`config.mk`:
```
export PLATFORM = sky130hd
export DESIGN_NAME = sesl_latch
export DESIGN_NICKNAME = d
export VERILOG_FILES = /design/src/hw/sesl_pkg.sv /design/src/hw/sesl_latch.sv
export SDC_FILE = /design/constraint.sdc
export NUM_CORES = 1
export LEC_CHECK = 0
export ABC_AREA = 1
export BUFFER_PORTS_ARGS = -buffer_cell sky130_fd_sc_hd__clkbuf_2
export CAP_MARGIN = 20
export CORE_MARGIN = 3
export CORE_UTILIZATION = 47
export CTS_BUF_LIST = sky130_fd_sc_hd__clkbuf_4 sky130_fd_sc_hd__clkbuf_8
export CTS_CLUSTER_SIZE = 12
export DETAILED_ROUTE_END_ITERATION = 7
export PLACE_DENSITY_LB_ADDON = 0.2
export SYNTH_ARGS = -nofsm -noshare
export SYNTH_HDL_FRONTEND = slang
export SYNTH_SLANG_ARGS = --single-unit
```
`constraint.sdc`:
```
create_clock -name clk -period 1 [get_ports clk]
set_input_delay 0.15 -clock clk [delete_from_list [all_inputs] [get_ports clk]]
set_output_delay 0.15 -clock clk [all_outputs]
set_load 0.02 [all_outputs]
```
`src/hw/sesl_pkg.sv`:
```
// shared constants and carrier types for the switch event status latch
package sesl_pkg;

  // ----------------------------------------------------------------
  // register map
  // ----------------------------------------------------------------
  localparam logic [7:0] PRIMARY_STATUS_OFS = 8'h01;
  localparam logic [7:0] EVENT_STATUS_OFS   = 8'h07;
  localparam logic [7:0] EVENT_STATUS_RST   = 8'h00;

  // ----------------------------------------------------------------
  // event status field positions
  // ----------------------------------------------------------------
  localparam int SEL_CHG_BIT    = 5;
  localparam int CLKDET_CHG_BIT = 4;
  localparam int SUPPLY_CHG_LSB = 0;
  localparam int NUM_PORTS      = 4;

  // ----------------------------------------------------------------
  // carriers
  // ----------------------------------------------------------------
  typedef struct packed {
    logic [1:0] sel_port;
    logic       clk_detect;
    logic [3:0] port_supply_sense;
  } sesl_sense_s;

  typedef struct packed {
    logic       done;
    logic [7:0] addr;
  } sesl_rd_s;

endpackage

```
`src/hw/sesl_latch.sv`:
```
// event change status latch with interrupt and read acknowledge
// ----------------------------------------------------------------
// Function
// - bit 5 flags a change of the selected port since last primary read
// - bit 4 flags a change of selected port clock detect since last primary read
// - bits 3..0 flag supply sense changes on ports 4, 3, 2, 1
// - all flags zero after reset; bits 7 and 6 always read zero
// - event status register is read only; host never writes it
// - flags are captured into the register when the interrupt rises
// - reading primary status clears interrupt and all captured flags
// - while primary status is unread, flags keep accumulating further events
// ----------------------------------------------------------------
`timescale 1ns/1ps
`default_nettype none

module sesl_latch #(
  parameter int NUM_PORTS = 4
) (
  input  wire logic                  clk,
  input  wire logic                  rst,
  input  wire sesl_pkg::sesl_sense_s sense,
  input  wire sesl_pkg::sesl_rd_s    rd,
  output logic [7:0]                 event_status_ff,
  output logic                       irq_ff
);

  // ----------------------------------------------------------------
  // elaboration check
  // ----------------------------------------------------------------
  if (NUM_PORTS != sesl_pkg::NUM_PORTS)
  begin : g_bad_ports
    $error("sesl_latch serves exactly four ports");
  end

  // ----------------------------------------------------------------
  // change detection
  // ----------------------------------------------------------------
  sesl_pkg::sesl_sense_s prev_ff;
  logic                  primed_ff;
  logic [5:0]            chg;
  logic [NUM_PORTS-1:0]  supply_chg;
  logic                  ack;
  logic [7:0]            nxt_event_status;
  logic                  nxt_irq;

  // prev is reset to a constant, so the first sample after reset is
  // only stored; primed blocks a false change on that cycle
  always_ff @(posedge clk)
  begin
    if (rst)
    begin
      prev_ff   <= '0;
      primed_ff <= 1'b0;
    end
    else
    begin
      prev_ff   <= sense;
      primed_ff <= 1'b1;
    end
  end

  // per port supply change, one lane per port
  for (genvar p = 0; p < NUM_PORTS; p++)
  begin : g_supply_chg
    assign supply_chg[p] = primed_ff
      && (sense.port_supply_sense[p] != prev_ff.port_supply_sense[p]);
  end

  always_comb
  begin
    chg = '0;
    if (primed_ff)
    begin
      chg[sesl_pkg::SEL_CHG_BIT] = (sense.sel_port != prev_ff.sel_port);
      chg[sesl_pkg::CLKDET_CHG_BIT] = (sense.clk_detect != prev_ff.clk_detect);
    end
    // supply lanes, already gated by primed
    chg[sesl_pkg::SUPPLY_CHG_LSB +: NUM_PORTS] = supply_chg;
  end

  // ----------------------------------------------------------------
  // acknowledge and latch
  // ----------------------------------------------------------------
  // primary read acknowledge
  assign ack = rd.done && (rd.addr == sesl_pkg::PRIMARY_STATUS_OFS);

  always_comb
  begin
    // clear on acknowledge, new event still wins over the clear
    nxt_event_status = ack ? sesl_pkg::EVENT_STATUS_RST : event_status_ff;
    nxt_irq          = ack ? 1'b0 : irq_ff;
    nxt_event_status[5:0] = nxt_event_status[5:0] | chg;
    nxt_event_status[7:6] = 2'h0;
    nxt_irq = nxt_irq | (|chg);
  end

  // captured on the same edge the interrupt rises
  // no write path reaches this register
  always_ff @(posedge clk)
  begin
    if (rst)
    begin
      event_status_ff <= sesl_pkg::EVENT_STATUS_RST;
      irq_ff          <= 1'b0;
    end
    else
    begin
      event_status_ff <= nxt_event_status;
      irq_ff          <= nxt_irq;
    end
  end

  // one check per lane, so a swapped port order is caught by lane
  for (genvar q = 0; q < NUM_PORTS; q++)
  begin : g_supply_chk

  end
endmodule // sesl_latch

`default_nettype wire

```
## Word level (Yosys, flattened, before mapping)

Cells that the tools add are included.

- Input port bits: 18
- Flip-flop bits (word level): 15
- Output and inout port bits: 9

- Multiplexer cells: 4
- Reductions and logical operators: 6
- Equal/unequal tests: 7
- Bitwise gates (word level): 2

Operators by type and width:

| operator | count |
|---|---|
| $eq 8x1->1 const B | 1 |
| $mux 6 | 1 |
| $or 6x6->6 | 1 |
| $reduce_or 6->1 | 1 |
| $logic_and 1x1->1 | 5 |
| $ne 1x1->1 | 5 |
| $mux 1 | 2 |
| $mux 2 | 1 |
| $ne 2x2->1 | 1 |
| $or 1x1->1 | 1 |

## Depth between registers and ports, before layout

Gate-level depths: netlist of run 1.

- Word-level depth: 4
- Gate-level depth with buffers: 8

## Worst setup path before layout of run 1

Ideal clock, no wire load.

- Path type: flip-flop to flip-flop
- Start point: register prev_ff[6] (netlist bit)
- End point: register irq_ff
- Setup slack: 0.146 ns
- Stages on the path, launching flop included: 9
- Setup time: 0.109 ns
- Clock period less this slack: 0.854 ns
- Arrival: 0.745 ns
- Cell sequence: dfxtp_1 > inv_1 > nand2_1 > nand2_1 > nand2_1 > o21ai_0 > nand3_1 > nand2_1 > inv_1

- Word-level cells in the longest chain between the ends: 4

Ends and longest elaborated chain:

| item | RTL line | text |
|---|---|---|
| from (decl) | sesl_latch.sv:38 | `sesl_pkg::sesl_sense_s prev_ff;` |
| from (signal assigned) | sesl_latch.sv:57 | `prev_ff <= sense;` |
| $ne 2x2->1 | sesl_latch.sv:74 | `chg[sesl_pkg::SEL_CHG_BIT] = (sense.sel_port != prev_ff.sel_port);` |
| $mux 2 | sesl_latch.sv:72 | `if (primed_ff)` |
| $reduce_or 6->1 | sesl_latch.sv:94 | `nxt_irq = nxt_irq \| (\|chg);` |
| $or 1x1->1 | sesl_latch.sv:94 |  |
| to (signal assigned) | sesl_latch.sv:109 | `irq_ff <= nxt_irq;` |
| to (decl) | sesl_latch.sv:24 | `output logic irq_ff` |

No other way between the ends.
A chain may end at the register's enable or synchronous reset.

## Final worst setup path of run 1

- Start point: register primed_ff
- End point: register irq_ff

- Word-level cells in the longest chain between the ends: 3

Ends and longest elaborated chain:

| item | RTL line | text |
|---|---|---|
| from (decl) | sesl_latch.sv:39 | `logic primed_ff;` |
| from (signal assigned) | sesl_latch.sv:53 | `primed_ff <= 1'b0;` |
| from (signal assigned) | sesl_latch.sv:58 | `primed_ff <= 1'b1;` |
| $mux 2 or $logic_and 1x1->1 (tied branches) | sesl_latch.sv:72, sesl_latch.sv:66 |  |
| $reduce_or 6->1 * | sesl_latch.sv:94 |  |
| $or 1x1->1 * | sesl_latch.sv:94 |  |

Every way passes the cells marked *; elsewhere a longest branch is shown, timed or not.

==> reports/results.md, run 1 <==
| Group | Item | Value |
| --- | --- | --- |
| final layout | Area growth from synthesis to layout | 29.84% |
| power and ir drop | Static leakage power | 0.0004685 uW |
| setup path | Number of buffer and inverter instances along the worst setup path | 1 |
| clock tree | Clock root buffer | sky130_fd_sc_hd__clkbuf_4 |
| setup path | Worst setup path category | reg -> reg |
| setup path | Largest delay contributor family on the critical path | simple AND/OR/NAND/NOR gates |
| power and ir drop | Worst IR Drop VDD | 797.4 uV |
| synthesis | Cell taking the most area after synthesis | sky130_fd_sc_hd__dfxtp_1 |
| die | Floorplan Core Area | 0.001186 sq mm |
| detailed routing | Drt first pass iters | 4 |
| timing | Number of hold-slack violations in the final timing report | 0 |
| detailed routing | Final routed DRC violation total | 0 |
| setup path | Data arrival, critical path | 1150 ps |
| power and ir drop | Power density cells | 1521 mW/mm^2 |
| global route | Maximum number of pins on one net before global-route repair | 15 |
| placed design | HPWL after detailed placement | 960.6 um |
| timing | Final Critical Period | 960.6 ps |
| setup path | Reg2reg path depth | 6 |
| setup path | Startpoint kind of the worst setup timing path | flop |
| synthesis | Synth unique cells | 13 |
| setup path | Crit-path slowest cell | sky130_fd_sc_hd__dfxtp_2 |
| setup path | Critical path required time | 1190 ps |
| die | Number of standard-cell rows in the floorplan | 12 |
| final layout | Ant. Diodes | 0 |
| min path | Class of the tightest hold or removal check | in -> reg |
| clock tree | TritonCTS buffer count | 3 |
| clock tree | Count of instances resized after the clock tree is built | 0 |
| detailed routing | Via total after detailed routing | 607 |
| timing | Hold Slack | 65.16 ps |
| setup path | Endpoint kind of the worst setup timing path | flop |
| final layout | Filler-free cell count of the finished design | 133 |
| setup path | Slowest cell delay on critical path | 380 ps |
| global route | Via count of the first global-routing pass | 531 |
| timing | Maximum clock frequency | 1041 MHz |
| timing | Total count of max-transition violations in the final report | 0 |
| detailed routing | Final routed wirelength across all metal layers | 1274 um |
| global route | Number of antenna violations at the first check in global routing | 0 |
| synthesis | Register bit count reported by yosys | 15 |
| final layout | Ratio of cells with drive above 1 in the final layout | 0.3866 |
| setup path | Cell chain of the critical path | nand3_1 > nand2_1 > nor2_1 > nand3_1 > nand2_1 > inv_1 |
| clock tree | Setup repair bufs after CTS | 0 |
| synthesis | Warning count from the yosys run | 0 |
| die | Die height | 42.70 um |
| synthesis | Proportion of netlist area held by the largest area contributor | 0.4743 |
| detailed routing | Antenna Violating Nets Remaining | 0 |
| clock tree | Clock Pin Slew Worst Setup and Hold Paths | 90 ps |
| synthesis | Ranking of synthesized cells by area | sky130_fd_sc_hd__dfxtp_1 (47%), sky130_fd_sc_hd__nand2_1 (18%), sky130_fd_sc_hd__inv_1 (11%), sky130_fd_sc_hd__nor2_1 (5.3%), sky130_fd_sc_hd__a21oi_1 (4.7%) |
| clock tree | Clock latency on the worst-skew pair | 290 ps |
| clock tree | Maximum level of the CTS H-tree | 1 |
| placed design | Weighted congestion at the end of routability-driven global placement | 0.7297 |
| clock tree | Clock net sink count | 15 |
| die | Floorplan die area | 0.001823 sq mm |
| global route | Global-route wire length before repair | 2035 um |
| final layout | Finished Core Util | 0.6930 |
| placed design | IO Port Bufs | 24 |
| global route | Total congestion overflow after global routing | 0 |
| detailed routing | Detailed router's first-iteration violation count | 14 |
| run status | Run status | completed |
| global route | Global-route total usage across every layer | 0.1475 |
| timing | Part of the cycle the worst path needs | 0.9606 |
| setup path | Total stage count of the critical path | 6 |
| detailed routing | Detail-routed via count per cell | 4.564 |
| die | Width of the chip | 42.70 um |
| timing | Final setup vio count | 0 |
| clock tree | Count of hold-fix buffers inserted at cts | 0 |
| timing | Setup repair after global routing missed its margin | yes |
| run | Max Cap Viol | 0 |
| detailed routing | Mean routed wirelength per cell | 9.579 um |
| final layout | Fin nets | 138 |
| placed design | Placed Cells incl. Taps | 129 |
| synthesis | Synthesized netlist cell count | 93 |
| min path | Hold path depth | 3 |
| setup path | Maximum net fanout on the critical path | 7 |
| synthesis | Mean post-synth cell area | 6.808 sq um |
| setup path | Register-to-register setup slack | 40 ps |
| clock tree | Worst-case clock buffer depth | 2 |
| die | Number of primary I/O pins | 27 |
| clock tree | CTS tree | yes |
| synthesis | Post-Synthesis Cell Area | 633.1 sq um |
| timing | Worst Clk Skew | 1.634 ps |
| die | Initial Util | 0.5338 |
| synthesis | Sequential element share of the synthesized area | 0.4743 |
## state kept, by name, indices dropped and copies added, names as in the netlist
| name | count |
|---|---|
| primed_ff | 1 |
| irq_ff | 1 |
| prev_ff | 7 |
| event_status_ff | 6 |
## worst reg2reg max path, cell delays in order, from the launching register on
cell and delay (ps):
sky130_fd_sc_hd__dfxtp_2 380, sky130_fd_sc_hd__nand3_1 130, sky130_fd_sc_hd__nand2_1 60, sky130_fd_sc_hd__nor2_1 100, sky130_fd_sc_hd__nand3_1 80, sky130_fd_sc_hd__nand2_1 70
sky130_fd_sc_hd__inv_1 40
## per-stage QoR
step | setup WS, ps | area, sq um | power, uW | TNS, ps
floorplan | 145.9 | 636.9 | 796.2 | 0
global placement | 56.11 | 754.5 | 859.6 | 0
detailed placement | 17.80 | 754.5 | 867.7 | 0
CTS | 23.74 | 784.5 | 1237 | 0
global route | -57.01 | 822.0 | 1304 | -57.01
finish | 39.38 | 822.0 | 1250 | 0
## cell type report
type	count	area [sq um]
Fill cell	115	364.1
Timing Repair Buffer	24	122.6
Tap cell	14	17.52
Sequential cell	15	306.5
Multi-Input combinational cell	57	274.0
Clock buffer	4	30.03
Inverter	19	71.32
## layout by cell type, fill, tap and decap left out
cell type                  synthesis  final
sky130_fd_sc_hd__conb_1            1      2
sky130_fd_sc_hd__nor2_2            2      2
sky130_fd_sc_hd__clkbuf_4          0      4
sky130_fd_sc_hd__inv_2             0      2
sky130_fd_sc_hd__nand3_1           5      2
sky130_fd_sc_hd__buf_4             2      1
sky130_fd_sc_hd__nand2_1          30     26
sky130_fd_sc_hd__clkbuf_2          0     23
sky130_fd_sc_hd__a21oi_1           6      6
sky130_fd_sc_hd__dfxtp_2           0      5
sky130_fd_sc_hd__dfxtp_1          15     10
sky130_fd_sc_hd__nor2_1            9      9
sky130_fd_sc_hd__o21ai_2           0      1
sky130_fd_sc_hd__xor2_1            1      1
sky130_fd_sc_hd__nand2_2           0      4
sky130_fd_sc_hd__nand3_2           1      4
sky130_fd_sc_hd__inv_1            19     17
## path summary, 6_finish.rpt
| check | to | from |
|---|---|---|
| min | prev_ff[1] | sense[1] |
| max | irq_ff | primed_ff |
| min reg2reg | event_status_ff[0] | event_status_ff[0] |
| max reg2reg | irq_ff | primed_ff |
## logic make-up after synthesis
family                    after synthesis  synth area share
and+or+nand+nor                        47            0.3063
buffers and inverters                  22            0.1443
DFF                                    15            0.4743
AOI/OAI and AO/OA                       7           0.05533
xor gates and xnor gates                1           0.01384
other                                   1          0.005923
## cells in the mapped netlist
library cell	number
sky130_fd_sc_hd__nand2_1	30
sky130_fd_sc_hd__inv_1	19
sky130_fd_sc_hd__dfxtp_1	15
sky130_fd_sc_hd__nor2_1	9
sky130_fd_sc_hd__a21oi_1	6
sky130_fd_sc_hd__nand3_1	5
sky130_fd_sc_hd__buf_4	2
sky130_fd_sc_hd__nor2_2	2
sky130_fd_sc_hd__buf_2	1
sky130_fd_sc_hd__conb_1	1
sky130_fd_sc_hd__nand3_2	1
sky130_fd_sc_hd__o21ai_0	1
sky130_fd_sc_hd__xor2_1	1
## layer usage
metal	vias to the layer above	GRT usage	routed length (um)
met5	-	0	0
met4	0	0.1118	40
met3	5	0.04237	138
met2	30	0.2186	561
met1	252	0.1766	534
li1	320	-	-
## power by group
group | switching (uW) | internal (uW)
combinational | 125 | 84.3
sequential | 25.2 | 639
clock | 194 | 182
Note: power is estimated with default switching activity, not from simulation.
==> run 2: changes to the inputs <==
ABC_AREA = unset   (was 1)
CORE_AREA = 3 3 40 42   (was unset)
CORE_MARGIN = unset   (was 3)
CORE_UTILIZATION = unset   (was 47)
DIE_AREA = 0 0 43 45   (was unset)
==> reports/results.md, run 2 <==
| Group | Item | Value |
| --- | --- | --- |
| synthesis | Mean post-synth cell area | 9.987 sq um |
| die | Number of primary I/O pins | 27 |
| timing | Final Critical Period | 1279 ps |
| timing | Setup repair after global routing missed its margin | yes |
| final layout | Total area of multi-input combinational cells | 240.2 sq um |
| clock tree | Count of hold-fix buffers inserted at cts | 0 |
| die | Initial Util | 0.4352 |
| synthesis | Flip-flop cell with the highest count after synthesis | sky130_fd_sc_hd__dfxtp_1 |
| setup path | Critical path required time | 1180 ps |
| timing | Worst Clk Skew | 3.767 ps |
| detailed routing | Final routed DRC violation total | 0 |
| detailed routing | Detail-routed via count per cell | 4.778 |
| die | Floorplan die area | 0.001935 sq mm |
| final layout | Fin nets | 103 |
| final layout | Ratio of cells with drive above 1 in the final layout | 0.3690 |
| final layout | Finished Core Util | 0.5686 |
| timing | Final setup vio count | 1 |
| global route | Global-route total usage across every layer | 0.1165 |
| power and ir drop | Power density cells | 1659 mW/mm^2 |
| final layout | Largest register by flop count | prev_ff |
| global route | Maximum number of pins on one net before global-route repair | 9 |
| die | Number of standard-cell rows in the floorplan | 13 |
| final layout | Area taken by flip-flops and latches | 300.3 sq um |
| detailed routing | Final routed wirelength across all metal layers | 1034 um |
| synthesis | Number of enable flip-flop cells after synthesis | 0 |
| timing | Part of the cycle the worst path needs | 1.279 |
| final layout | Biggest regs | prev_ff (7), event_status_ff (6) |
| timing | Total count of max-transition violations in the final report | 0 |
| final layout | Ant. Diodes | 0 |
| global route | Met3 Track Usage GR | 0.07171 |
| synthesis | Ranking of synthesized cells by instance count | sky130_fd_sc_hd__dfxtp_1 (15), sky130_fd_sc_hd__nor2_1 (7), sky130_fd_sc_hd__nor2b_1 (7) |
| clock tree | Clock root buffer | sky130_fd_sc_hd__clkbuf_4 |
| final layout | Max FFs per register | 7 |
| placed design | Weighted congestion at the end of routability-driven global placement | 0.6634 |
| clock tree | Clock Pin Slew Worst Setup and Hold Paths | 80 ps |
| setup path | Worst setup path category | reg -> reg |
| die | Floorplan Core Area | 0.001285 sq mm |
| die | Width of the chip | 43 um |
| synthesis | Synthesized netlist cell count | 56 |
| synthesis | Post-Synthesis Cell Area | 559.3 sq um |
| synthesis | Ranking of synthesized cells by area | sky130_fd_sc_hd__dfxtp_1 (54%), sky130_fd_sc_hd__a22oi_1 (8.1%), sky130_fd_sc_hd__nor2b_1 (7.8%), sky130_fd_sc_hd__xor2_1 (7.8%), sky130_fd_sc_hd__nor2_1 (4.7%) |
| detailed routing | Detailed router's first-iteration violation count | 1 |
| timing | Post-route worst setup slack | -278.9 ps |
| clock tree | Clock latency on the worst-skew pair | 280 ps |
| final layout | Leading cell types in the layout, fill and taps excluded | sky130_fd_sc_hd__clkbuf_2 (21), sky130_fd_sc_hd__dfxtp_1 (15), sky130_fd_sc_hd__nor2b_1 (7), sky130_fd_sc_hd__nor2_1 (7), sky130_fd_sc_hd__a22oi_1 (6) |
| run status | Run status | finished with violations |
| global route | Total congestion overflow after global routing | 0 |
| synthesis | Synth unique cells | 17 |
| synthesis | Sequential element share of the synthesized area | 0.5369 |
| detailed routing | Mean routed wirelength per cell | 10.44 um |
| global route | Global-route wire length before repair | 1552 um |
| detailed routing | Via total after detailed routing | 473 |
| setup path | Endpoint kind of the worst setup timing path | flop |
| setup path | Data arrival, critical path | 1460 ps |
| final layout | Leading cell type in the layout, fill and taps excluded | sky130_fd_sc_hd__clkbuf_2 |
| power and ir drop | Power consumption | 1212 uW |
| die | Die height | 45 um |
| detailed routing | Drt first pass iters | 2 |
| global route | Number of antenna violations at the first check in global routing | 0 |
| clock tree | CTS tree | yes |
| final layout | Area growth from synthesis to layout | 30.65% |
| synthesis | Proportion of netlist area held by the largest area contributor | 0.5369 |
| clock tree | Worst-case clock buffer depth | 2 |
| global route | Top Usage Layer GRT | met2 |
| timing | Maximum clock frequency | 781.9 MHz |
| placed design | IO Port Bufs | 24 |
| setup path | Startpoint kind of the worst setup timing path | flop |
| global route | GRT met1 Usage | 0.1253 |
| min path | Class of the tightest hold or removal check | in -> reg |
| setup path | Maximum net fanout on the critical path | 2 |
| synthesis | Warning count from the yosys run | 0 |
| clock tree | TritonCTS buffer count | 3 |
| final layout | Number of filler instances in the final layout | 129 |
| global route | Via count of the first global-routing pass | 389 |
| global route | Global routing usage on met2 | 0.1737 |
| clock tree | Maximum level of the CTS H-tree | 1 |
| placed design | HPWL after detailed placement | 812.5 um |
| clock tree | Clock net sink count | 15 |
| run | Max Cap Viol | 0 |
| power and ir drop | Static leakage power | 0.0003551 uW |
| synthesis | Synth async-reset ratio | 0 |
| detailed routing | Antenna Violating Nets Remaining | 0 |
| power and ir drop | Worst IR Drop VDD | 911.5 uV |
| timing | Number of hold-slack violations in the final timing report | 0 |
| synthesis | Register bit count reported by yosys | 15 |
| run status | Failing checks | setup timing |
| synthesis | Cell taking the most area after synthesis | sky130_fd_sc_hd__dfxtp_1 |
| synthesis | Dominant cell by count in the synthesized netlist | sky130_fd_sc_hd__dfxtp_1 |
-- run 2: report_power, final --
part           switching (uW)  leakage, uW  internal [uW]
sequential               22.6     0.000125            639
combinational             101     0.000212           88.7
clock                     179    0.0000184            182
total                     303     0.000355            910
-- run 2: repair_timing --
action | CTS | global route
endpoints found under the setup margin | 1 | 4
resized for setup | 0 | 4
buffers inserted | 0 | 0
endpoints found under the hold margin | 0 | 0
gates cloned | 0 | 0
-- run 2: worst paths after layout --
kind              slack [ps]  cells past startpoint          to  startpoint
setup / recovery        -280                      4      irq_ff  prev_ff[4]
hold / removal           110                      2  prev_ff[5]    sense[5]
setup reg to reg        -280                      4      irq_ff  prev_ff[4]
hold reg to reg          460                      2      irq_ff      irq_ff
-- run 2: through the flow --
step / setup TNS (ps) / setup slack (ps) / instance area (sq um) / cells / hold slack [ps]
after CTS: -286.6 / -286.6 / 728.2 / 99 / 100.6
after global placement: -1151 / -265.6 / 698.2 / 95 / 393.0
after global routing: -332.1 / -332.1 / 730.7 / 99 / 95.48
after detailed placement: -1344 / -278.9 / 698.2 / 95 / 396.8
final: -278.9 / -278.9 / 730.7 / 99 / 110.3
after floorplan: -256.4 / -256.4 / 563.0 / 57 / 221.6
-- run 2: layout make-up --
class	count	area share
sequential	15	0.4110
inverter	1	0.005137
tap	15	0.02568
multi-input combinational	38	0.3288
clock buffer	4	0.04110
timing repair buffer	26	0.1884
-- run 2: kinds of logic (layout without fill, tap and decap cells) --
family | after synthesis | after routing | share of synthesized area
AND/OR/NAND/NOR | 22 | 22 | 0.2170
flip-flops | 15 | 15 | 0.5369
AO/OA/AOI/OAI | 7 | 7 | 0.08947
XOR/XNOR | 7 | 7 | 0.1096
buffers and inverters | 4 | 31 | 0.04025
other | 1 | 2 | 0.006705
-- run 2: critical path, stage by stage, from the launching register on --
cell and delay [ps]:
sky130_fd_sc_hd__dfxtp_1 310, sky130_fd_sc_hd__xor2_1 160, sky130_fd_sc_hd__or4_1 530, sky130_fd_sc_hd__nor3_2 110, sky130_fd_sc_hd__o21ai_1 80
-- run 2: metal layers --
metal,wire [um],share of wire
met1,443,0.43
met2,455,0.44
met3,124,0.12
met4,10,0.0097
met5,0,0
==> run 3: changes to the inputs <==
clock period = 1.4 ns   (was 1 ns; I/O delays follow)
==> reports/results.md, run 3 (synthesis results as in run 2) <==
| Group | Item | Value |
| --- | --- | --- |
| detailed routing | Via total after detailed routing | 452 |
| clock tree | Clock net sink count | 15 |
| detailed routing | Drt first pass iters | 4 |
| clock tree | Count of hold-fix buffers inserted at cts | 0 |
| die | Number of primary I/O pins | 27 |
| global route | Number of antenna violations at the first check in global routing | 0 |
| die | Initial Util | 0.4352 |
| placed design | HPWL after detailed placement | 741.8 um |
| detailed routing | Mean routed wirelength per cell | 9.969 um |
| timing | Part of the cycle the worst path needs | 0.9314 |
| timing | Maximum clock frequency | 766.9 MHz |
| power and ir drop | Int Power | 646.0 uW |
| power and ir drop | Power density cells | 1212 mW/mm^2 |
| setup path | Register-to-register setup slack | 100 ps |
| setup path | Crit-path slowest cell | sky130_fd_sc_hd__or4_1 |
| placed design | IO Port Bufs | 24 |
| placed design | Placed Cells incl. Taps | 93 |
| die | Die height | 45 um |
| clock tree | TritonCTS buffer count | 3 |
| power and ir drop | Part of the power in registers | 0.547 |
| clock tree | Worst-case clock buffer depth | 2 |
| setup path | Number of buffer and inverter instances along the worst setup path | 0 |
| power and ir drop | Static leakage power | 0.0003445 uW |
| run status | Run status | completed |
| final layout | Finished Core Util | 0.5550 |
| final layout | Fin nets | 101 |
| final layout | Area growth from synthesis to layout | 27.52% |
| global route | Global-route wire length before repair | 1531 um |
| power and ir drop | Power consumption | 864.2 uW |
| global route | Via count of the first global-routing pass | 364 |
| final layout | Ratio of cells with drive above 1 in the final layout | 0.3537 |
| timing | Post-route worst setup slack | 96.08 ps |
| final layout | Filler-free cell count of the finished design | 97 |
| global route | Total congestion overflow after global routing | 0 |
| power and ir drop | Net load switching power | 218.2 uW |
| detailed routing | Final routed DRC violation total | 0 |
| final layout | Leading cell types in the layout, fill and taps excluded | sky130_fd_sc_hd__clkbuf_2 (24), sky130_fd_sc_hd__dfxtp_1 (15), sky130_fd_sc_hd__nor2b_1 (7), sky130_fd_sc_hd__nor2_1 (7), sky130_fd_sc_hd__a22oi_1 (6) |
| die | Floorplan die area | 0.001935 sq mm |
| min path | Hold Crit Start | sense[0] |
| min path | Hold path depth | 2 |
| detailed routing | Antenna Violating Nets Remaining | 0 |
| setup path | Cell chain of the critical path | xor2_1 > or4_1 > nor3_2 > o21ai_1 |
| power and ir drop | Sw Share | 0.2525 |
| setup path | Reg2reg path depth | 4 |
| clock tree | Setup repair bufs after CTS | 0 |
| die | Floorplan Core Area | 0.001285 sq mm |
| timing | TNS Setup | 0 ps |
| clock tree | Clock root buffer | sky130_fd_sc_hd__clkbuf_4 |
| final layout | Ant. Diodes | 0 |
| clock tree | CTS tree | yes |
| global route | Global-route total usage across every layer | 0.1092 |
| clock tree | Clock latency on the worst-skew pair | 280 ps |
| clock tree | Count of instances resized after the clock tree is built | 0 |
| clock tree | Maximum level of the CTS H-tree | 1 |
| setup path | Critical path required time | 1580 ps |
| min path | Sink of the worst hold path | prev_ff[0] |
| setup path | Reg-to-reg critical path startpoint | prev_ff[4] |
| placed design | Weighted congestion at the end of routability-driven global placement | 0.6868 |
| setup path | Reg2reg end | irq_ff |
| detailed routing | Detail-routed via count per cell | 4.660 |
| timing | Worst Clk Skew | 0.6297 ps |
| setup path | Largest delay contributor family on the critical path | simple AND/OR/NAND/NOR gates |
| final layout | Largest register by flop count | prev_ff |
| power and ir drop | Gate power share | 0.152 |
| setup path | Data arrival, critical path | 1480 ps |
| timing | Setup repair after global routing missed its margin | no |
| power and ir drop | Clk pwr share | 0.301 |
| timing | Final setup vio count | 0 |
| power and ir drop | Worst IR Drop VDD | 525.4 uV |
| detailed routing | Final routed wirelength across all metal layers | 967 um |
| setup path | Maximum net fanout on the critical path | 2 |
| final layout | Max FFs per register | 7 |
| clock tree | Clock Pin Slew Worst Setup and Hold Paths | 80 ps |
| min path | Class of the tightest hold or removal check | in -> reg |
| final layout | Leading cell type in the layout, fill and taps excluded | sky130_fd_sc_hd__clkbuf_2 |
| setup path | Endpoint kind of the worst setup timing path | flop |
| setup path | Startpoint kind of the worst setup timing path | flop |
| run | Max Cap Viol | 0 |
| setup path | Worst setup path category | reg -> reg |
| timing | Total count of max-transition violations in the final report | 0 |
| die | Width of the chip | 43 um |
| final layout | Biggest regs | prev_ff (7), event_status_ff (6) |
| timing | Number of hold-slack violations in the final timing report | 0 |
| die | Number of standard-cell rows in the floorplan | 13 |
| timing | Final Critical Period | 1304 ps |
| global route | Maximum number of pins on one net before global-route repair | 15 |
| setup path | Slowest cell delay on critical path | 540 ps |
| detailed routing | Detailed router's first-iteration violation count | 9 |
| placed design | Post-placement setup slack | 100.6 ps |
[run 3: power by group through the flow]
stage | logic [uW] | registers [uW] | clock network, uW
5_1_grt | 146 | 475 | 290
3_3_place_gp | 132 | 482 | 0
3_5_place_dp | 133 | 483 | 0
2_1_floorplan | 63.2 | 502 | 0
6_report | 131 | 472 | 260
4_1_cts | 134 | 473 | 270
[run 3: worst max-delay path by stage]
stage	start	end	slack, ps	depth (start not counted)
after global placement	sense[4]	irq_ff	100	5
after floorplan	prev_ff[4]	irq_ff	140	4
after global routing	prev_ff[4]	irq_ff	40	4
final	prev_ff[4]	irq_ff	100	4
after CTS	prev_ff[4]	irq_ff	90	4
after detailed placement	rd[4]	event_status_ff[1]	100	5
[run 3: layout make-up]
type | instances | area [sq um]
Clock buffer | 4 | 30.03
Fill cell | 123 | 571.8
Inverter | 1 | 3.754
Multi-Input combinational cell | 38 | 240.2
Sequential cell | 15 | 300.3
Tap cell | 15 | 18.77
Timing Repair Buffer | 24 | 120.1
[run 3: worst register-to-register path, cell delays in order, from the launching register on]
cell and delay, ps:
sky130_fd_sc_hd__dfxtp_1 310, sky130_fd_sc_hd__xor2_1 170, sky130_fd_sc_hd__or4_1 540, sky130_fd_sc_hd__nor3_2 110, sky130_fd_sc_hd__o21ai_1 80
[run 3: layer usage]
metal | vias to the layer above | part of all wire | track usage
met5 | - | 0 | 0
met4 | 0 | 0.031 | 0.1084
met3 | 3 | 0.12 | 0.03187
met2 | 22 | 0.41 | 0.1437
met1 | 192 | 0.44 | 0.1383
li1 | 235 | - | -
[run 3: metrics by stage]
stage / hold WS, ps / area, sq um
floorplan: 281.6 / 563.0
global placement: 450.8 / 683.2
detailed placement: 455.8 / 683.2
CTS: 160.9 / 713.2
global route: 160.4 / 713.2
finish: 162.6 / 713.2
